--- src/design/irr_pkg.sv ---
// constants shared by the remote-control receiver front end
// assumes one 100 MHz cycle clock and an apb master using 32-bit data
//
// Contract
// - guide width setup is ignored in formats 2 and 3
// - zero-width setup defines expected logic-0 pulse width and timings one, two
// - one-width setup defines expected logic-1 pulse width and timings three, four
// - high-bits setup gives width msbs and the shift load direction
// - width counter is a 5-bit up-counter stepped by prescaler count clock
// - input sampled each base clock; level accepted after four equal samples
// - rejection width within one base clock below four base clocks
// - run bit 7 clear stops receiver; set starts and waits for signal
// - format field selects guide kind, ppm or manchester, stop bit (the code decodes no stop bit)
// - input already active at start counts as detected start edge
// - base clock select: 4..128 cycles, subclock for 6, one cycle for 7
// - in crystal hold the receiver runs only on the subclock source
// - wake from crystal hold only if started with subclock base clock
// - guide-ok flag set on valid guide in formats 0, 1, 4; sticky
// - guide enable and guide-ok together raise wake and interrupt request
// - prescaler divides base clock by format- and phase-dependent selected count
package irr_pkg;

  // ********************************************************
  // register indices (byte address is four times the index)
  // ********************************************************
  localparam logic [15:0] IRR_IDX_CONTROL = 16'hfec7;
  localparam logic [15:0] IRR_IDX_INTERRUPT = 16'hfec8;
  localparam logic [15:0] IRR_IDX_PRESCALE = 16'hfecb;
  localparam logic [15:0] IRR_IDX_GUIDE_W = 16'hfecc;
  localparam logic [15:0] IRR_IDX_ZERO_W = 16'hfecd;
  localparam logic [15:0] IRR_IDX_ONE_W = 16'hfece;
  localparam logic [15:0] IRR_IDX_HIGH_W = 16'hfecf;
  localparam logic [15:0] IRR_IDX_STATUS = 16'hfed0;
  localparam int IRR_ADDR_W = 18;

  // ********************************************************
  // field positions
  // ********************************************************
  localparam int IRR_RUN_BIT = 7;
  localparam int IRR_FMT_LSB = 4;
  localparam int IRR_POL_BIT = 3;
  localparam int IRR_CKSEL_LSB = 0;
  localparam int IRR_GOK_BIT = 7;
  localparam int IRR_GIE_BIT = 6;
  localparam int IRR_GPR_LSB = 6;
  localparam int IRR_DPR_LSB = 4;
  localparam int IRR_DIR_BIT = 7;

  // ********************************************************
  // reset values
  // ********************************************************
  localparam logic [7:0] IRR_RST_CONTROL = 8'h00;
  localparam logic [7:0] IRR_RST_INTERRUPT = 8'h00;
  localparam logic [7:0] IRR_RST_SETUP = 8'h00;
  localparam logic [6:0] IRR_RST_HIGH_W = 7'h00;

  // ********************************************************
  // codes and timing counts
  // ********************************************************
  localparam logic [2:0] IRR_CK_SUB = 3'h6;
  localparam logic [2:0] IRR_CK_ONE = 3'h7;
  localparam logic [7:0] IRR_CK_BASE_DIV = 8'h04;
  localparam int IRR_FILTER_SAMPLES = 4;
  localparam logic [5:0] IRR_PPM_PRE_BASE = 6'h04;
  localparam logic [5:0] IRR_MAN_PRE_BASE = 6'h02;

  typedef enum logic [2:0] {
    IRR_FMT_A, IRR_FMT_B, IRR_FMT_C, IRR_FMT_D, IRR_FMT_E
  } irr_fmt_type;

  typedef enum {
    IRR_ST_STOP, IRR_ST_WAIT, IRR_ST_G_ACT, IRR_ST_G_IDLE, IRR_ST_DATA
  } irr_state_type;

  // formats that carry a guide pulse
  function automatic logic irr_has_guide(input logic [2:0] fmt);
    irr_has_guide = (fmt == 3'h0) || (fmt == 3'h1) || (fmt == 3'h4);
  endfunction

  // formats that use manchester coding
  function automatic logic irr_is_manchester(input logic [2:0] fmt);
    irr_is_manchester = (fmt == 3'h3) || (fmt == 3'h4);
  endfunction

endpackage

--- src/design/irr_noise_filter.sv ---
// noise filter for the synchronised remote input
// assumes sample_in already passed two flip-flops and tick_in is a base clock pulse
`timescale 1ns/1ps
`default_nettype none
module irr_noise_filter
  import irr_pkg::*;
(
  // clock and reset
  input wire logic clock_in,
  input wire logic sys_rst_in,
  // control
  input wire logic clear_in,
  input wire logic clear_level_in,
  input wire logic tick_in,
  input wire logic sample_in,
  // filtered level
  output logic level_out
);

  logic [IRR_FILTER_SAMPLES-2:0] hist_ff;
  logic level_ff;
  logic all_new;

  // the newest sample plus three older ones must all differ from the held level
  assign all_new = (hist_ff == {(IRR_FILTER_SAMPLES-1){~level_ff}}) && (sample_in != level_ff);

  // shifting history; a pulse of three ticks or fewer never moves the level
  always_ff @(posedge clock_in)
  begin
    if (sys_rst_in || clear_in)
    begin
      hist_ff <= '0;
      level_ff <= 1'b0;
      if (clear_in && !sys_rst_in)
      begin
        hist_ff <= {(IRR_FILTER_SAMPLES-1){clear_level_in}};
        level_ff <= clear_level_in;
      end
    end
    else if (tick_in)
    begin
      hist_ff <= {hist_ff[IRR_FILTER_SAMPLES-3:0], sample_in};
      if (all_new)
        level_ff <= sample_in;
    end
  end

  assign level_out = level_ff;
endmodule
`default_nettype wire

--- src/design/irr_width_counter.sv ---
// prescaler and 5-bit pulse width counter
// assumes tick_in is a one-cycle base clock pulse
`timescale 1ns/1ps
`default_nettype none
module irr_width_counter
  import irr_pkg::*;
#(
  parameter int WIDTH = 5
)
(
  // clock and reset
  input wire logic clock_in,
  input wire logic sys_rst_in,
  // control
  input wire logic clear_in,
  input wire logic tick_in,
  input wire logic manchester_in,
  input wire logic [1:0] pre_sel_in,
  // measured width
  output logic [WIDTH-1:0] width_out
);

  logic [5:0] pre_ff;
  logic [WIDTH-1:0] width_ff;
  logic [5:0] pre_len;
  logic step;

  // 4..32 base clocks for ppm, half of it for manchester
  assign pre_len = (manchester_in ? IRR_MAN_PRE_BASE : IRR_PPM_PRE_BASE) << pre_sel_in;
  assign step = tick_in && (pre_ff == pre_len - 6'h01);

  // prescaler wraps on its selected length
  always_ff @(posedge clock_in)
  begin
    if (sys_rst_in || clear_in)
      pre_ff <= '0;
    else if (tick_in)
      pre_ff <= step ? 6'h00 : pre_ff + 6'h01;
  end

  // saturates so a long pulse never reads as a short one
  always_ff @(posedge clock_in)
  begin
    if (sys_rst_in || clear_in)
      width_ff <= '0;
    else if (step && (width_ff != '1))
      width_ff <= width_ff + 1'b1;
  end

  assign width_out = width_ff;
endmodule
`default_nettype wire

--- src/design/irr_receiver.sv ---
// remote-control receiver front end: apb registers, base clock, filter,
// width measurement, guide detection and data pulse classification
// assumes an apb master on clock_in and an asynchronous remote input pin
//
// Local design decision: the APB register port.
`timescale 1ns/1ps
`default_nettype none
module irr_receiver
  import irr_pkg::*;
(
  // clock and reset
  input wire logic clock_in,
  input wire logic sys_rst_in,
  // apb slave
  input wire logic psel_in,
  input wire logic penable_in,
  input wire logic pwrite_in,
  input wire logic [IRR_ADDR_W-1:0] paddr_in,
  input wire logic [31:0] pwdata_in,
  output logic [31:0] prdata_out,
  output logic pready_out,
  output logic pslverr_out,
  // remote input and subclock source
  input wire logic remote_pin_in,
  input wire logic subclock_in,
  // crystal hold state of the core
  input wire logic xtal_hold_in,
  // interrupt and wake
  output logic irq_out,
  output logic hold_release_out,
  // shift load direction for the data path
  output logic load_direction_out
);

  // ********************************************************
  // registers
  // ********************************************************
  logic [7:0] control_ff;
  logic guide_ok_ff;
  logic guide_ie_ff;
  logic [3:0] prescale_ff;
  logic [7:0] guide_w_ff;
  logic [7:0] zero_w_ff;
  logic [7:0] one_w_ff;
  logic [6:0] high_w_ff;
  logic [31:0] prdata_ff;
  logic pready_ff;
  logic pslverr_ff;
  logic irq_ff;
  logic wake_ff;
  logic sub_start_ff;
  logic bit_valid_ff;
  logic bit_value_ff;
  logic bit_err_ff;
  logic [4:0] width;
  irr_state_type state_ff;
  irr_state_type nxt_state;

  logic run;
  logic [2:0] fmt;
  logic [2:0] ck_sel;
  logic wr_en;
  logic rd_setup;
  logic [15:0] idx;
  logic guide_set;
  logic gok_wr0;

  assign run = control_ff[IRR_RUN_BIT];
  assign fmt = control_ff[IRR_FMT_LSB +: 3];
  assign ck_sel = control_ff[IRR_CKSEL_LSB +: 3];
  assign idx = paddr_in[17:2];
  assign rd_setup = psel_in && !penable_in;
  assign wr_en = psel_in && penable_in && pready_ff && pwrite_in && !pslverr_ff;

  // ********************************************************
  // apb slave
  // ********************************************************

  // index decode; byte lanes are the low bits
  function automatic logic idx_known(input logic [15:0] i, input logic [1:0] lo);
    idx_known = (lo == 2'b00) && ((i == IRR_IDX_CONTROL) || (i == IRR_IDX_INTERRUPT) ||
      (i == IRR_IDX_PRESCALE) || (i == IRR_IDX_GUIDE_W) || (i == IRR_IDX_ZERO_W) ||
      (i == IRR_IDX_ONE_W) || (i == IRR_IDX_HIGH_W) || (i == IRR_IDX_STATUS));
  endfunction

  function automatic logic [7:0] read_mux(input logic [15:0] i);
    read_mux = 8'h00;
    if (i == IRR_IDX_CONTROL)
      read_mux = control_ff;
    else if (i == IRR_IDX_INTERRUPT)
      read_mux = {guide_ok_ff, guide_ie_ff, 6'h00};
    else if (i == IRR_IDX_PRESCALE)
      read_mux = {prescale_ff, 4'h0};
    else if (i == IRR_IDX_GUIDE_W)
      read_mux = guide_w_ff;
    else if (i == IRR_IDX_ZERO_W)
      read_mux = zero_w_ff;
    else if (i == IRR_IDX_ONE_W)
      read_mux = one_w_ff;
    else if (i == IRR_IDX_HIGH_W)
      read_mux = {high_w_ff[6], 1'b0, high_w_ff[5:0]};
    else if (i == IRR_IDX_STATUS)
      read_mux = {bit_err_ff, bit_value_ff, bit_valid_ff, width[4:0]};
  endfunction

  // answer in the first access cycle; no wait states
  always_ff @(posedge clock_in)
  begin
    if (sys_rst_in)
    begin
      pready_ff <= 1'b0;
      pslverr_ff <= 1'b0;
      prdata_ff <= '0;
    end
    else
    begin
      pready_ff <= rd_setup;
      pslverr_ff <= rd_setup && !idx_known(idx, paddr_in[1:0]);
      if (rd_setup)
        prdata_ff <= idx_known(idx, paddr_in[1:0]) ? {24'h000000, read_mux(idx)} : 32'h0;
    end
  end

  // configuration writes; software keeps run clear while changing them
  always_ff @(posedge clock_in)
  begin
    if (sys_rst_in)
    begin
      control_ff <= IRR_RST_CONTROL;
      guide_ie_ff <= IRR_RST_INTERRUPT[IRR_GIE_BIT];
      prescale_ff <= IRR_RST_SETUP[7:4];
      guide_w_ff <= IRR_RST_SETUP;
      zero_w_ff <= IRR_RST_SETUP;
      one_w_ff <= IRR_RST_SETUP;
      high_w_ff <= IRR_RST_HIGH_W;
    end
    else if (wr_en)
    begin
      if (idx == IRR_IDX_CONTROL)
        control_ff <= pwdata_in[7:0];
      if (idx == IRR_IDX_INTERRUPT)
        guide_ie_ff <= pwdata_in[IRR_GIE_BIT];
      if (idx == IRR_IDX_PRESCALE)
        prescale_ff <= pwdata_in[7:4];
      if (idx == IRR_IDX_GUIDE_W)
        guide_w_ff <= pwdata_in[7:0];
      if (idx == IRR_IDX_ZERO_W)
        zero_w_ff <= pwdata_in[7:0];
      if (idx == IRR_IDX_ONE_W)
        one_w_ff <= pwdata_in[7:0];
      if (idx == IRR_IDX_HIGH_W)
        high_w_ff <= {pwdata_in[7], pwdata_in[5:0]};
    end
  end

  assign gok_wr0 = wr_en && (idx == IRR_IDX_INTERRUPT) && !pwdata_in[IRR_GOK_BIT];

  // sticky guide flag; a detection in the clearing cycle wins
  always_ff @(posedge clock_in)
  begin
    if (sys_rst_in)
      guide_ok_ff <= IRR_RST_INTERRUPT[IRR_GOK_BIT];
    else if (guide_set)
      guide_ok_ff <= 1'b1;
    else if (gok_wr0)
      guide_ok_ff <= 1'b0;
  end

  // ********************************************************
  // base clock
  // ********************************************************
  logic [1:0] sub_sync_ff;
  logic sub_last_ff;
  logic [7:0] div_ff;
  logic base_tick;
  logic [7:0] div_len;

  // cycle-clock divisor for codes 0 to 5
  function automatic logic [7:0] base_div(input logic [2:0] sel);
    base_div = IRR_CK_BASE_DIV << sel;
  endfunction

  // subclock comes from another oscillator, so it is synchronised first
  always_ff @(posedge clock_in)
  begin
    if (sys_rst_in)
    begin
      sub_sync_ff <= '0;
      sub_last_ff <= 1'b0;
    end
    else
    begin
      sub_sync_ff <= {sub_sync_ff[0], subclock_in};
      sub_last_ff <= sub_sync_ff[1];
    end
  end

  assign div_len = base_div(ck_sel);

  // cycle clock halts in crystal hold, only the subclock keeps going
  always_comb
  begin
    if (!run)
      base_tick = 1'b0;
    else if (ck_sel == IRR_CK_SUB)
      base_tick = sub_sync_ff[1] && !sub_last_ff;
    else if (xtal_hold_in)
      base_tick = 1'b0;
    else if (ck_sel == IRR_CK_ONE)
      base_tick = 1'b1;
    else
      base_tick = (div_ff == div_len - 8'h01);
  end

  // free divider, restarted on every stop
  always_ff @(posedge clock_in)
  begin
    if (sys_rst_in || !run || xtal_hold_in)
      div_ff <= '0;
    else
      div_ff <= (div_ff == div_len - 8'h01) ? 8'h00 : div_ff + 8'h01;
  end

  // ********************************************************
  // input path
  // ********************************************************
  logic [1:0] pin_sync_ff;
  logic filt_level;
  logic active;
  logic active_last_ff;
  logic rise;
  logic fall;
  logic start;
  logic meas_clear;
  logic [1:0] pre_sel;

  always_ff @(posedge clock_in)
  begin
    if (sys_rst_in)
      pin_sync_ff <= '0;
    else
      pin_sync_ff <= {pin_sync_ff[0], remote_pin_in};
  end

  // stopped filter rests at the idle level, so active input at start is an edge
  irr_noise_filter u_filter (
    .clock_in(clock_in),
    .sys_rst_in(sys_rst_in),
    .clear_in(!run),
    .clear_level_in(control_ff[IRR_POL_BIT]),
    .tick_in(base_tick),
    .sample_in(pin_sync_ff[1]),
    .level_out(filt_level)
  );

  assign active = filt_level ^ control_ff[IRR_POL_BIT];
  assign start = run && (state_ff == IRR_ST_STOP);

  // an input already active when run rises shows as a rise once the filter accepts it
  always_ff @(posedge clock_in)
  begin
    if (sys_rst_in || !run)
      active_last_ff <= 1'b0;
    else
      active_last_ff <= active;
  end

  assign rise = active && (!active_last_ff || start);
  assign fall = !active && active_last_ff;
  assign pre_sel = (state_ff == IRR_ST_DATA) ? prescale_ff[IRR_DPR_LSB-4 +: 2]
    : prescale_ff[IRR_GPR_LSB-4 +: 2];
  assign meas_clear = !run || rise || fall;

  irr_width_counter #(
    .WIDTH(5)
  ) u_width (
    .clock_in(clock_in),
    .sys_rst_in(sys_rst_in),
    .clear_in(meas_clear),
    .tick_in(base_tick),
    .manchester_in(irr_is_manchester(fmt)),
    .pre_sel_in(pre_sel),
    .width_out(width)
  );

  // ********************************************************
  // receive sequencing
  // ********************************************************
  logic [4:0] guide_act_w;
  logic [4:0] guide_idle_w;
  logic [4:0] zero_w;
  logic [4:0] one_w;

  // msb from the high-bits register, low bits from a setup nibble (guide active width uses the upper nibble)
  assign guide_act_w = {high_w_ff[1], guide_w_ff[7:4]};
  assign guide_idle_w = {high_w_ff[0], guide_w_ff[3:0]};
  assign zero_w = {high_w_ff[2], zero_w_ff[3:0]};
  assign one_w = {high_w_ff[4], one_w_ff[3:0]};
  assign guide_set = (state_ff == IRR_ST_G_IDLE && rise && width >= guide_idle_w)
    || (state_ff == IRR_ST_G_ACT && fall && fmt == 3'h0 && width >= guide_act_w);

  always_comb
  begin
    nxt_state = state_ff;
    unique case (state_ff)
      IRR_ST_STOP:
        nxt_state = IRR_ST_WAIT;
      IRR_ST_WAIT:
        if (rise)
          nxt_state = irr_has_guide(fmt) ? IRR_ST_G_ACT : IRR_ST_DATA;
      IRR_ST_G_ACT:
        if (fall)
        begin
          if (width < guide_act_w)
            nxt_state = IRR_ST_WAIT;
          else if (fmt == 3'h0)
            nxt_state = IRR_ST_DATA;
          else
            nxt_state = IRR_ST_G_IDLE;
        end
      IRR_ST_G_IDLE:
        if (rise)
          nxt_state = (width >= guide_idle_w) ? IRR_ST_DATA : IRR_ST_G_ACT;
      IRR_ST_DATA:
        nxt_state = IRR_ST_DATA;
    endcase
  end

  // clearing run always returns to stop
  always_ff @(posedge clock_in)
  begin
    if (sys_rst_in || !run)
      state_ff <= IRR_ST_STOP;
    else
      state_ff <= nxt_state;
  end

  // each active pulse in the data state is classed against the zero and one widths
  always_ff @(posedge clock_in)
  begin
    if (sys_rst_in || !run)
    begin
      bit_valid_ff <= 1'b0;
      bit_value_ff <= 1'b0;
      bit_err_ff <= 1'b0;
    end
    else if (state_ff == IRR_ST_DATA && fall)
    begin
      bit_valid_ff <= 1'b1;
      bit_value_ff <= width >= one_w;
      bit_err_ff <= width < zero_w;
    end
  end

  // ********************************************************
  // interrupt, wake and outputs
  // ********************************************************

  // in crystal hold, wake only counts if the receive began on the subclock
  always_ff @(posedge clock_in)
  begin
    if (sys_rst_in || !run)
      sub_start_ff <= 1'b0;
    else if (start)
      sub_start_ff <= (ck_sel == IRR_CK_SUB);
  end

  always_ff @(posedge clock_in)
  begin
    if (sys_rst_in)
    begin
      irq_ff <= 1'b0;
      wake_ff <= 1'b0;
    end
    else
    begin
      irq_ff <= guide_ok_ff && guide_ie_ff;
      wake_ff <= guide_ok_ff && guide_ie_ff && (!xtal_hold_in || sub_start_ff);
    end
  end

  assign prdata_out = prdata_ff;
  assign pready_out = pready_ff;
  assign pslverr_out = pslverr_ff;
  assign irq_out = irq_ff;
  assign hold_release_out = wake_ff;
  assign load_direction_out = high_w_ff[6];
endmodule
`default_nettype wire

--- config.mk ---
export PLATFORM = sky130hd
export DESIGN_NAME = irr_receiver
export DESIGN_NICKNAME = d
export VERILOG_FILES = /design/src/design/irr_pkg.sv /design/src/design/irr_noise_filter.sv /design/src/design/irr_width_counter.sv /design/src/design/irr_receiver.sv
export SDC_FILE = /design/constraint.sdc
export NUM_CORES = 1
export LEC_CHECK = 0
export BUFFER_PORTS_ARGS = -buffer_cell sky130_fd_sc_hd__buf_2
export CAP_MARGIN = 40
export CORE_MARGIN = 3
export CORE_UTILIZATION = 25
export CTS_BUF_LIST = sky130_fd_sc_hd__clkbuf_16
export CTS_CLUSTER_DIAMETER = 40
export DETAILED_ROUTE_END_ITERATION = 8
export GPL_TIMING_DRIVEN = 0
export PLACE_DENSITY_LB_ADDON = 0.2
export SETUP_SLACK_MARGIN = 0.15
export SYNTH_ARGS = -nofsm -noshare
export SYNTH_HDL_FRONTEND = slang
export SYNTH_SLANG_ARGS = --single-unit
--- constraint.sdc ---
create_clock -name clock_in -period 4.4 [get_ports clock_in]
set_clock_uncertainty 0.1 [all_clocks]
set_input_delay 0.88 -clock clock_in [delete_from_list [all_inputs] [get_ports clock_in]]
set_output_delay 0.88 -clock clock_in [all_outputs]
set_load 0.01 [all_outputs]
==> results.txt <==
----------------------------------------------------
[Timing]
  Sum of negative setup slack ... 0 ns
  Tmin final ... 3.82 ns
  Top achievable clock speed ... 0.262 GHz
  Setup repair after global routing missed its margin ... false
  Max Slew Vio Count ... 0
  Number of endpoints with negative hold slack in the final report ... 0
  Transition time of the tightest slew-check pin ... 0.905 ns
  Number of failing setup endpoints in the final timing report ... 0
  Final Cycle Share ... 0.869
  PnR worst setup slack ... 0.578 ns
  Worst Hold Margin ... 0.345 ns
  Max-Slew Margin vs Limit ... 0.392

[Synth]
  Most frequent cells after synthesis ... sky130_fd_sc_hd__nand2_1, sky130_fd_sc_hd__dfxtp_1, sky130_fd_sc_hd__a21oi_1
  Cell type with the highest aggregate area in the netlist ... sky130_fd_sc_hd__dfxtp_1
  Mean post-synth cell area ... 8.14 µm²
  Cell types occupying the most area after synthesis ... sky130_fd_sc_hd__dfxtp_1, sky130_fd_sc_hd__nand2_1, sky130_fd_sc_hd__ha_1
  Mapped Area ... 5440 µm²
  Area share of the largest cell type after synthesis ... 0.328
  Top_reg_cell synth ... sky130_fd_sc_hd__dfxtp_1
  Post-synth EDFFs ... 4
  Yosys warning count ... 0
  Most numerous cell in the Yosys netlist ... sky130_fd_sc_hd__nand2_1
  Fraction of registers with async set or reset after synthesis ... 0
  Instance count of the mapped netlist ... 668
  Share of synthesized area occupied by flip-flops and latches ... 0.350
  Distinct cell type count of the synthesized netlist ... 74
  Synthesis-stage register bit count ... 93

[Clock tree]
  CTS tree ... built
  Post-cts hold buffer count ... 0
  Clk buf depth ... 2
  Depth of the CTS H-tree ... 3
  Clk sink count ... 93
  Clk Tree Root Cell ... sky130_fd_sc_hd__clkbuf_16
  Cts bufs inserted ... 9
  Resized Gates After CTS ... 0
  Clock-pin slew reported for the worst setup and hold paths after clock tree synthesis ... 0.08 ns
  Post-CTS repair timing setup buffer count ... 0
  Source-to-sink clock delay at the later pin of the worst-skew pair ... 0.36 ns

[Detailed routing]
  Initial DRC count ... 391
  Initial DRT Pass Iterations ... 5
  Vias per inst ... 4.75
  Detailed-route wire length ... 16100 µm
  Number of nets with antenna violations after detailed routing ... 0
  Vias ... 4873
  Final routed wire length divided by cell count ... 15.7 µm
  Remaining DRCs ... 0

[Floorplan]
  Number of top-level pins ... 95
  Total core area ... 21200 µm²
  Die boundary height ... 153 µm
  Effective utilization at floorplan ... 0.256
  Die Span X ... 153 µm
  Floorplan die area ... 23600 µm²
  Num rows ... 53

[Pwr]
  Fraction of power spent switching nets ... 0.262
  Overall power consumption ... 1.75 mW
  Highest ir drop seen on vdd ... 0.182 mV
  Clock network fraction of total power ... 0.461
  Share of power burned in combinational logic ... 0.052
  Lkg Pwr ... 2.30 nW
  Power per cell area ... 273 nW/µm²
  Total internal power ... 1.29 mW
  Switching Power ... 0.458 mW
  Proportion of power drawn by flip-flops and latches ... 0.487

[Worst hold path]
  Class of the worst hold path ... register to register

[Setup path]
  Chain of cells forming the critical path ... or3b_1 > clkbuf_1 > mux2i_1 > ha_1 > nand2_1 > ha_1 > xnor2_1 > or3b_2 > mux2i_1 > o311a_1 > nand4b_4 > or3_1 > a21oi_1
  Launching element type of the critical path ... register
  Critical Setup Path Class ... register to register
  Data required time at the worst endpoint ... 4.57 ns
  Critical path capture point type ... register
  Largest stage delay, worst path ... 0.46 ns
  Critical path fanouts, max ... 9
  Worst-path cell with the longest stage delay ... sky130_fd_sc_hd__dfxtp_1
  Worst Path Arrival ... 3.99 ns

[Final layout]
  Filler instances ... 2316
  Utilization after layout ... 0.301
  Area Overhead vs Synth ... 17.7%
  N_diodes ... 0
  Share of final-layout standard cells stronger than drive strength 1 ... 0.141
  Layout Nets ... 830

[Outcome]
  Result of the run ... completed

[Global route]
  Via count of the first global-routing pass ... 4451
  Total routing usage reported by global routing ... 0.135
  Grt ovf ... 0
  Wire length of the first global-routing pass ... 25200 µm
  Pin count of the biggest net entering global routing ... 20
  Number of antenna violations at the first check in global routing ... 0

[Placed design]
  Placed wire-length estimate ... 12300 µm
  Number of port buffers ... 41
  Post-Place Worst Slack ... 0.586 ns
  Final weighted congestion in routability-driven placement ... 0.851

[Job]
  MaxCap Viol Count ... 0

----------------------------------------------------
==> flip-flops by register name, indices dropped and copies added (netlist names), 2 cells and up <==
name / flops
prescale_ff: 4
u_width.pre_ff: 6
div_ff: 8
u_filter.hist_ff: 3
zero_w_ff: 8
pin_sync_ff: 2
state_ff: 3
guide_w_ff: 8
u_width.width_out: 5
sub_sync_ff: 2
prdata_out: 8
high_w_ff: 7
one_w_ff: 8
control_ff: 8
==> metrics by stage <==
stage | cell area, µm² | instances
3_3_place_gp | 6070 | 1007
3_5_place_dp | 6090 | 1009
4_1_cts | 6400 | 1025
6_report | 6400 | 1025
2_1_floorplan | 5520 | 691
5_1_grt | 6400 | 1025
==> kinds of logic (layout without fill, tap and decap cells) <==
logic type | after synthesis | in the layout | share of synthesized area
adders and majority gates | 27 | 27 | 0.0621
buffers and inverters | 77 | 136 | 0.0725
muxes | 17 | 17 | 0.0313
and+or+nand+nor | 277 | 277 | 0.263
other | 1 | 24 | 0.000690
xor gates and xnor gates | 20 | 20 | 0.0336
AOI/OAI and AO/OA | 156 | 156 | 0.187
DFF | 93 | 93 | 0.350
==> cells in the final DEF, fill, tap and decap left out, types with 4 or more instances in the layout <==
cell type                     n
sky130_fd_sc_hd__nand2_1    107
sky130_fd_sc_hd__dfxtp_1     89
sky130_fd_sc_hd__a21oi_1     60
sky130_fd_sc_hd__nor2_1      47
sky130_fd_sc_hd__buf_2       41
sky130_fd_sc_hd__o21ai_0     31
sky130_fd_sc_hd__ha_1        27
sky130_fd_sc_hd__inv_1       26
sky130_fd_sc_hd__buf_4       25
sky130_fd_sc_hd__conb_1      24
sky130_fd_sc_hd__clkbuf_1    23
sky130_fd_sc_hd__mux2i_1     17
sky130_fd_sc_hd__nor2b_1     17
sky130_fd_sc_hd__nand2b_1    14
sky130_fd_sc_hd__xnor2_1     12
sky130_fd_sc_hd__nor4_1      10
sky130_fd_sc_hd__a21o_1      10
sky130_fd_sc_hd__nor3_1       9
sky130_fd_sc_hd__nand3_1      9
sky130_fd_sc_hd__and3_1       9
sky130_fd_sc_hd__clkbuf_16    9
sky130_fd_sc_hd__xor2_1       7
sky130_fd_sc_hd__or3_1        6
sky130_fd_sc_hd__o21a_1       6
sky130_fd_sc_hd__or2_2        6
sky130_fd_sc_hd__a32oi_1      6
sky130_fd_sc_hd__a222oi_1     5
sky130_fd_sc_hd__o22ai_1      5
sky130_fd_sc_hd__nand3b_1     5
sky130_fd_sc_hd__nand4_1      5
sky130_fd_sc_hd__a211oi_1     4
sky130_fd_sc_hd__or4_1        4
sky130_fd_sc_hd__o41ai_1      4
sky130_fd_sc_hd__edfxtp_1     4
==> power groups by stage <==
stage	sequential [mW]	clock [mW]	combinational [mW]
finish	0.850	0.805	0.0915
global route	0.850	0.858	0.0995
CTS	0.850	0.827	0.0909
detailed placement	0.870	0	0.0905
global placement	0.870	0	0.0909
floorplan	0.870	0	0.0531
==> path summary, 6_finish.rpt <==
check / start / to / slack [ns] / cells past startpoint
max: state_ff[2] / u_width.width_out[3] / 0.58 / 13
min: sub_sync_ff[0] / sub_sync_ff[1] / 0.35 / 1
max reg2reg: state_ff[2] / u_width.width_out[3] / 0.58 / 13
min reg2reg: sub_sync_ff[0] / sub_sync_ff[1] / 0.35 / 1
==> critical path, delay by kind of cell (launching register included) <==
family	cells	cell delay (ns)
compound gates	2	0.41
xor+xnor	1	0.19
fa+ha+maj	2	0.58
buf+inv	1	0.19
flops	1	0.46
mux	2	0.38
simple gates	5	1.42
==> cell type report <==
type / instances / area, µm² / area share
clock inverters: 7 / 81.3 / 0.0127
flip-flops and latches: 93 / 1900 / 0.297
repair buffers: 43 / 223 / 0.0348
multi-input cells: 521 / 3230 / 0.504
well taps: 275 / 344 / 0.0538
clock buffers: 9 / 225 / 0.0352
plain buffers: 51 / 297 / 0.0464
inverters: 26 / 97.6 / 0.0153
==> metal layers <==
layer  global-route usage  part of all wire  vias up
met5                    0                 0        -
met3               0.0246             0.048       12
li1                     -                 -     2485
met1                0.196              0.51     2227
met4               0.0399             0.019        0
met2                0.203              0.43      149
No activity file was read; power rests on OpenSTA's default activity.
